## src/flr_pkg.sv

```systemverilog
package flr_pkg;

  // ****************************************
  // Bus geometry
  // ****************************************
  localparam int          ADDR_W        = 12;
  localparam logic [1:0]  RESP_OKAY     = 2'h0;
  localparam logic [1:0]  RESP_SLVERR   = 2'h2;

  // ****************************************
  // Register indices (byte address is four times)
  // ****************************************
  localparam logic [7:0]  IDX_CONTROL   = 8'h80;
  localparam logic [7:0]  IDX_DIVIDER   = 8'h81;
  localparam logic [7:0]  IDX_FRACTION  = 8'h82;
  localparam logic [7:0]  IDX_INTEGER   = 8'h83;
  localparam logic [7:0]  IDX_STATUS    = 8'h84;

  // ****************************************
  // Field positions
  // ****************************************
  localparam int          ENA_BIT       = 0;
  localparam int          FRAC_BIT      = 2;
  localparam int          SRC_LSB       = 11;
  localparam int          RATE_LSB      = 6;
  localparam int          OUTDIV_LSB    = 3;
  localparam int          RATIO_LSB     = 0;
  localparam int          INT_W         = 10;
  localparam int          FRAC_W        = 16;

  // ****************************************
  // Reset values
  // ****************************************
  localparam logic [15:0] RST_CONTROL   = 16'h0000;
  localparam logic [15:0] RST_DIVIDER   = 16'h0000;
  localparam logic [15:0] RST_FRACTION  = 16'h0000;
  localparam logic [15:0] RST_INTEGER   = 16'h0000;

  typedef enum logic [1:0] {
    REF_MASTER   = 2'h0,
    REF_BIT      = 2'h1,
    REF_FRAME    = 2'h2,
    REF_RESERVED = 2'h3
  } flr_refsrc_type;

  // Ratio code to shift: 0,1,2,3 then 4 for any top-bit code
  function automatic logic [2:0] flr_ratio_shift(input logic [2:0] code);
    return code[2] ? 3'h4 : {1'b0, code[1:0]};
  endfunction : flr_ratio_shift

  // Output divider code to divisor 2..256
  function automatic logic [8:0] flr_outdiv(input logic [2:0] code);
    return 9'h002 << code;
  endfunction : flr_outdiv

endpackage : flr_pkg

```

## src/flr_rate_divider.sv

```systemverilog
module flr_rate_divider
  import flr_pkg::*;
(
  // Clock and reset
  input  wire logic       clock,
  input  wire logic       rst_n,
  // Control
  input  wire logic       enable,
  input  wire logic [8:0] divisor,
  // Enable pulse
  output logic            pulse
);

  typedef struct packed {
    logic [8:0] count;
    logic       pulse;
  } flr_div_state_type;

  flr_div_state_type s;
  flr_div_state_type next_s;

  always_comb begin
    next_s       = s;
    next_s.pulse = 1'b0;
    if (!enable) begin
      next_s.count = 9'h000;
    end else if (s.count >= divisor - 9'h001) begin
      next_s.count = 9'h000;
      next_s.pulse = 1'b1;
    end else begin
      next_s.count = s.count + 9'h001;
    end
  end

  always_ff @(posedge clock or negedge rst_n) begin
    if (!rst_n) begin
      s <= '0;
    end else begin
      s <= next_s;
    end
  end

  assign pulse = s.pulse;
endmodule : flr_rate_divider

```

## src/flr_ratio_config.sv

```systemverilog
// What this block does
// - Rate codes 101..111 divide oscillator by 6..8.
// - Output divider codes give divisors 2 to 256.
// - Ratio codes give 1,2,4,8; top bit gives 16.
// - Fraction multiplier is unsigned, top bit one half.
// - Integer multiplier is unsigned, least bit one.
// - Mode bit: 0 integer, 1 fractional operation.
// - Source 00 master, 01 bit, 10 frame; 11 reserved.
//
// Chosen here: the AXI4-Lite interface to the registers.
module flr_ratio_config
  import flr_pkg::*;
(
  // Clock and reset
  input  wire logic              clock,
  input  wire logic              rst_n,
  // AXI4-Lite write address
  input  wire logic [ADDR_W-1:0] awaddr,
  input  wire logic              awvalid,
  output logic                   awready,
  // AXI4-Lite write data
  input  wire logic [31:0]       wdata,
  input  wire logic [3:0]        wstrb,
  input  wire logic              wvalid,
  output logic                   wready,
  // AXI4-Lite write response
  output logic [1:0]             bresp,
  output logic                   bvalid,
  input  wire logic              bready,
  // AXI4-Lite read
  input  wire logic [ADDR_W-1:0] araddr,
  input  wire logic              arvalid,
  output logic                   arready,
  output logic [31:0]            rdata,
  output logic [1:0]             rresp,
  output logic                   rvalid,
  input  wire logic              rready,
  // Loop configuration
  output logic                   loopEnable,
  output logic                   fractionModeSelect,
  output logic [1:0]             referenceSourceSelect,
  output logic                   referenceSourceReserved,
  output logic [4:0]             ratioDivisor,
  output logic [25:0]            loopMultiplier,
  output logic [29:0]            oscillatorTarget,
  // Enable pulses
  output logic                   loopOutputClock,
  output logic                   controlRateEnable
);

  typedef struct packed {
    logic              awReady;
    logic              awHeld;
    logic [ADDR_W-1:0] awAddr;
    logic              wReady;
    logic              wHeld;
    logic [15:0]       wData;
    logic [1:0]        wStrb;
    logic              bValid;
    logic [1:0]        bResp;
    logic              arReady;
    logic              rValid;
    logic [15:0]       rData;
    logic [1:0]        rResp;
    logic [15:0]       control;
    logic [15:0]       divider;
    logic [15:0]       fraction;
    logic [15:0]       integ;
    logic [1:0]        refSel;
    logic              refReserved;
    logic [4:0]        ratioDiv;
    logic [2:0]        ratioShift;
    logic [25:0]       multiplier;
    logic [29:0]       target;
  } flr_state_type;

  flr_state_type s;
  flr_state_type next_s;

  function automatic logic hit(input logic [ADDR_W-1:0] a, input logic [7:0] idx);
    return a[ADDR_W-1:2] == {2'h0, idx};
  endfunction : hit

  function automatic logic [15:0] merge(input logic [15:0] old, input logic [15:0] d,
                                        input logic [1:0] st);
    return {st[1] ? d[15:8] : old[15:8], st[0] ? d[7:0] : old[7:0]};
  endfunction : merge

  always_comb begin
    next_s = s;
    // ****************************************
    // Write channel
    // ****************************************
    if (awvalid && s.awReady) begin
      next_s.awHeld = 1'b1;
      next_s.awAddr = awaddr;
    end
    if (wvalid && s.wReady) begin
      next_s.wHeld = 1'b1;
      next_s.wData = wdata[15:0];
      next_s.wStrb = wstrb[1:0];
    end
    if (s.bValid && bready) begin
      next_s.bValid = 1'b0;
    end
    // Address and data may arrive in either order
    if (next_s.awHeld && next_s.wHeld && !next_s.bValid) begin
      next_s.awHeld = 1'b0;
      next_s.wHeld  = 1'b0;
      next_s.bValid = 1'b1;
      next_s.bResp  = RESP_OKAY;
      if (hit(next_s.awAddr, IDX_CONTROL)) begin
        next_s.control = merge(s.control, next_s.wData, next_s.wStrb);
      end else if (hit(next_s.awAddr, IDX_DIVIDER)) begin
        next_s.divider = merge(s.divider, next_s.wData, next_s.wStrb);
      end else if (hit(next_s.awAddr, IDX_FRACTION)) begin
        next_s.fraction = merge(s.fraction, next_s.wData, next_s.wStrb);
      end else if (hit(next_s.awAddr, IDX_INTEGER)) begin
        next_s.integ = merge(s.integ, next_s.wData, next_s.wStrb);
      end else if (!hit(next_s.awAddr, IDX_STATUS)) begin
        next_s.bResp = RESP_SLVERR;
      end
    end
    next_s.awReady = !next_s.awHeld && !next_s.bValid;
    next_s.wReady  = !next_s.wHeld && !next_s.bValid;
    // ****************************************
    // Read channel
    // ****************************************
    if (s.rValid && rready) begin
      next_s.rValid = 1'b0;
    end
    if (arvalid && s.arReady) begin
      next_s.rValid = 1'b1;
      next_s.rResp  = RESP_OKAY;
      next_s.rData  = 16'h0000;
      if (hit(araddr, IDX_CONTROL)) begin
        next_s.rData = s.control;
      end else if (hit(araddr, IDX_DIVIDER)) begin
        next_s.rData = s.divider;
      end else if (hit(araddr, IDX_FRACTION)) begin
        next_s.rData = s.fraction;
      end else if (hit(araddr, IDX_INTEGER)) begin
        next_s.rData = s.integ;
      end else if (hit(araddr, IDX_STATUS)) begin
        next_s.rData = {8'h00, s.refReserved, s.refSel, s.ratioDiv};
      end else begin
        next_s.rResp = RESP_SLVERR;
      end
    end
    next_s.arReady = !next_s.rValid;
    // ****************************************
    // Loop settings
    // ****************************************
    // Reserved source code keeps the last legal selection
    if (s.divider[SRC_LSB+:2] != REF_RESERVED) begin
      next_s.refSel = s.divider[SRC_LSB+:2];
    end
    next_s.refReserved = s.divider[SRC_LSB+:2] == REF_RESERVED;
    next_s.ratioShift  = flr_ratio_shift(s.divider[RATIO_LSB+:3]);
    next_s.ratioDiv    = 5'h01 << flr_ratio_shift(s.divider[RATIO_LSB+:3]);
    // Integer part over a 16-bit binary fraction; integer mode drops it
    next_s.multiplier  = {s.integ[INT_W-1:0],
                          s.control[FRAC_BIT] ? s.fraction : 16'h0000};
    next_s.target      = {4'h0, s.multiplier} << s.ratioShift;
  end

  always_ff @(posedge clock or negedge rst_n) begin
    if (!rst_n) begin
      s          <= '0;
      s.control  <= RST_CONTROL;
      s.divider  <= RST_DIVIDER;
      s.fraction <= RST_FRACTION;
      s.integ    <= RST_INTEGER;
      s.ratioDiv <= 5'h01;
    end else begin
      s <= next_s;
    end
  end

  // ****************************************
  // Rate dividers
  // ****************************************
  logic [8:0] outDivisor;
  logic [8:0] rateDivisor;

  assign outDivisor  = flr_outdiv(s.divider[OUTDIV_LSB+:3]);
  assign rateDivisor = {6'h00, s.divider[RATE_LSB+:3]} + 9'h001;

  flr_rate_divider outDiv (
    .clock   (clock),
    .rst_n   (rst_n),
    .enable  (s.control[ENA_BIT]),
    .divisor (outDivisor),
    .pulse   (loopOutputClock)
  );

  flr_rate_divider rateDiv (
    .clock   (clock),
    .rst_n   (rst_n),
    .enable  (s.control[ENA_BIT]),
    .divisor (rateDivisor),
    .pulse   (controlRateEnable)
  );

  assign awready                 = s.awReady;
  assign wready                  = s.wReady;
  assign bvalid                  = s.bValid;
  assign bresp                   = s.bResp;
  assign arready                 = s.arReady;
  assign rvalid                  = s.rValid;
  assign rdata                   = {16'h0000, s.rData};
  assign rresp                   = s.rResp;
  assign loopEnable              = s.control[ENA_BIT];
  assign fractionModeSelect      = s.control[FRAC_BIT];
  assign referenceSourceSelect   = s.refSel;
  assign referenceSourceReserved = s.refReserved;
  assign ratioDivisor            = s.ratioDiv;
  assign loopMultiplier          = s.multiplier;
  assign oscillatorTarget        = s.target;
endmodule : flr_ratio_config

```

## config.mk

```make
export PLATFORM = sky130hd
export DESIGN_NAME = flr_ratio_config
export DESIGN_NICKNAME = d
export VERILOG_FILES = /design/src/flr_pkg.sv /design/src/flr_rate_divider.sv /design/src/flr_ratio_config.sv
export SDC_FILE = /design/constraint.sdc
export NUM_CORES = 1
export LEC_CHECK = 0
export BUFFER_PORTS_ARGS = -buffer_cell sky130_fd_sc_hd__buf_2
export CORE_AREA = 4 4 162 164
export CTS_CLUSTER_SIZE = 24
export DETAILED_ROUTE_END_ITERATION = 8
export DIE_AREA = 0 0 166 168
export GPL_TIMING_DRIVEN = 0
export SETUP_SLACK_MARGIN = 0.4
export SKIP_CTS_REPAIR_TIMING = 1
export SLEW_MARGIN = 25
export SYNTH_ARGS = -nofsm -noshare
export SYNTH_HDL_FRONTEND = slang
export SYNTH_SLANG_ARGS = --single-unit
```

## constraint.sdc

```tcl
create_clock -name clock -period 2.4 [get_ports clock]
set_input_delay 0.12 -clock clock [delete_from_list [all_inputs] [get_ports clock]]
set_output_delay 0.12 -clock clock [all_outputs]
set_load 0.02 [all_outputs]
```

==> metrics.yaml <==
r2r_slack_ps: 20
placed_area_mm2: 0.0113
synth_area_leaders: "dfrtp_1 52%, mux2_2 13%, buf_4 7.5%"
drive_gt1_frac: 0.425
cts_root_buf: "clkbuf_16"
final_util: 0.505
tns_ps: 0
final_area_mm2: 0.0126
insertion_delay_ps: 520
whs_path_depth: 4
crit_required_ps: 2780
dp_cells: 1310
drv_slew: 0
p_leak_nw: 6.19
crit_arrival_ps: 2750
worstSetupEndpointType: "flop"
ys_seq_elements: 204
start_util: 0.396
layout_min_cycle_time_ps: 2380
finalHoldViolations: 2
worst-path-max-fanout: 8
antenna_found_initial: 0
synth_edf_count: 0
outcome: "complete, but fails checks"
port_buffers: 135
cts_buffers: 23
syn_inst: 821
gp_congestion: 0.865
io_pins: 176
swShare: 0.294
p_clk_frac: 0.358
seq_power_share: 0.445
drv_cap: 0
yosysSeqAreaShare: 0.518
setup_violations: 0
p_comb_frac: 0.197
yosysTopAreaCellShare: 0.515
wire_per_inst_um: 17.1
cts_tree: "yes"
die_x_um: 166
drt_first_pass_iters: 5
grt_max_degree: 84
clock.fmax_ghz: 0.421
hold_ws_ps: -16.0
die_h_um: 168
fin_skew_ps: 22.6
yosys_warnings: 0
num_rows: 58
yosys.area.top_type: "dfrtp_1"
vias_per_cell: 4.80
grt_pass1_wl_um: 37700
nets: 1128
htree_levels: 1
min_path_type: "input port to flop"
vias: 6694
async_flop_share: 1.00
worstMarginPinSlew_ps: 738
fin_cells: 1394
grt_pass1_vias: 6818
avgSynthCellArea_um2: 12.0
hpwlAfterDp_um: 17300
rsz0062_at_grt: "yes"
path_class: "flop to flop"
worstRegToRegCells: 7
drtIter0Drc: 278
clk_pin_slew_ps: 60
totalWireLength_um: 23800
slew_headroom: 0.508
final_antenna_net_count: 0
grt.total_usage: 0.166
crit_path_start_kind: "flop"
p_sw_mw: 2.67
grt-ovfl-total: 0
final.fill_count: 2233
synth_area_mm2: 0.00986
area_growth_pct: 27.5
num_antenna_cells: 0
power.internal_mw: 6.42
fp.coreArea_mm2: 0.0249
post-route-period-util: 0.990
p_per_area_mw_per_mm2: 724
clock_sinks: 204
synth_ff_type: "dfrtp_1"
drc_errors: 0
ys_types: 53
peakVddDrop_uv: 554
violations: "hold timing"
cts.path.max_buffers: 3
die_area_mm2: 0.0279
==> worst max-delay path, cell delays in order (launching register included) <==
cell	delay [ps]
dfrtp_1	390
nor4_2	280
nand3_1	120
o32a_1	320
buf_6	130
or4b_4	530
buf_8	170
mux2_4	300
==> layout make-up <==
type | instances | area, um^2 | area share
Inverter | 23 | 86.3 | 0.00687
Tap cell | 330 | 413 | 0.0328
Sequential cell | 204 | 5110 | 0.406
Timing Repair Buffer | 179 | 1220 | 0.0970
Multi-Input combinational cell | 483 | 4130 | 0.329
Clock inverter | 10 | 60.1 | 0.00478
Buffer | 134 | 915 | 0.0728
Clock buffer | 31 | 636 | 0.0506
==> cell families (layout without fill, tap and decap cells) <==
group | after synthesis | count (layout) | synth area share
flip-flops | 204 | 204 | 0.518
buffers and inverters | 157 | 377 | 0.0991
adder cells (fa/ha/maj) | 13 | 13 | 0.0165
AND/OR/NAND/NOR | 186 | 187 | 0.102
AO/OA/AOI/OAI | 103 | 103 | 0.0656
XOR/XNOR | 9 | 9 | 0.00800
multiplexers | 147 | 147 | 0.190
other | 2 | 24 | 0.000762
==> cell usage after synthesis (3+ instances only) <==
library cell,count
a21boi_0,8
a21oi_1,34
a221oi_1,7
a22o_1,3
a31oi_1,6
and2_1,20
and3_1,6
buf_1,7
buf_4,99
clkbuf_1,25
dfrtp_1,203
ha_1,13
inv_1,23
mux2_2,111
mux2_4,8
mux2i_1,10
mux4_2,18
nand2_1,25
nand2b_1,10
nand3_1,10
nor2_1,65
nor2b_1,5
nor3_1,22
nor3b_1,4
nor4_4,4
o21ai_0,23
o22ai_1,3
o31a_1,3
or3_1,5
xnor2_1,4
xor2_1,5
==> cell usage in the layout, fill, tap and decap left out, types with 4 or more instances in the layout <==
| master | netlist | layout |
|---|---|---|
| buf_2 | 1 | 135 |
| or3_1 | 5 | 5 |
| mux2i_1 | 10 | 10 |
| a21oi_1 | 34 | 34 |
| nor3b_1 | 4 | 4 |
| buf_1 | 7 | 5 |
| dlygate4sd3_1 | 0 | 30 |
| and2_1 | 20 | 19 |
| nor3_1 | 22 | 22 |
| buf_12 | 0 | 7 |
| clkbuf_1 | 25 | 25 |
| nor4_4 | 4 | 4 |
| a221oi_1 | 7 | 7 |
| nor2b_1 | 5 | 5 |
| conb_1 | 2 | 24 |
| clkbuf_2 | 0 | 4 |
| o21ai_0 | 23 | 22 |
| xnor2_1 | 4 | 4 |
| inv_1 | 23 | 23 |
| clkbuf_16 | 0 | 23 |
| mux4_2 | 18 | 18 |
| and3_1 | 6 | 6 |
| nand3_1 | 10 | 9 |
| buf_4 | 99 | 105 |
| nor2_1 | 65 | 64 |
| a31oi_1 | 6 | 4 |
| ha_1 | 13 | 13 |
| nand2b_1 | 10 | 10 |
| clkinv_2 | 0 | 7 |
| dfrtp_1 | 203 | 202 |
| xor2_1 | 5 | 5 |
| mux2_2 | 111 | 55 |
| nand2_1 | 25 | 25 |
| mux2_4 | 8 | 64 |
| a21boi_0 | 8 | 8 |
==> power by group through the flow <==
stage	registers (mW)	clock network (mW)	logic (mW)
after global placement	4.09	0	1.69
final	4.05	3.26	1.79
after detailed placement	4.10	0	1.72
after global routing	4.09	3.46	1.97
after CTS	4.04	3.32	1.73
after floorplan	4.07	0	1.16
==> metal layers <==
metal,global-route usage,part of all wire
met5,0.00174,0
met4,0.0459,0.026
met3,0.0385,0.060
met2,0.266,0.45
met1,0.228,0.46
==> metrics by stage <==
step	worst slack, ps	hold slack (ps)	power [mW]
after floorplan	95.9	-176	5.24
after global placement	-2590	338	5.77
after detailed placement	-178	25.7	5.82
after CTS	-202	-522	9.09
after global routing	-71.3	8.89	9.51
final	24.1	-16.0	9.10
==> final timing paths <==
path,start,end
setup / recovery,s[179],s[77]
hold / removal,bready,s[172]
setup reg to reg,s[179],s[77]
hold reg to reg,s[101],s[58]
max in group asynchronous,rst_n,loopMultiplier[12]
min in group asynchronous,rst_n,outDiv.s[1]
==> flip-flops by register name (all words and copies together) (netlist names), 2 cells and up <==
name and cells:
outDiv.s 9, next_s 10, oscillatorTarget 30, rateDiv.s 9, ratioDivisor 5, s 85
rdata 16, referenceSourceSelect 2, loopMultiplier 26
No activity file was read; power rests on OpenSTA's default activity.
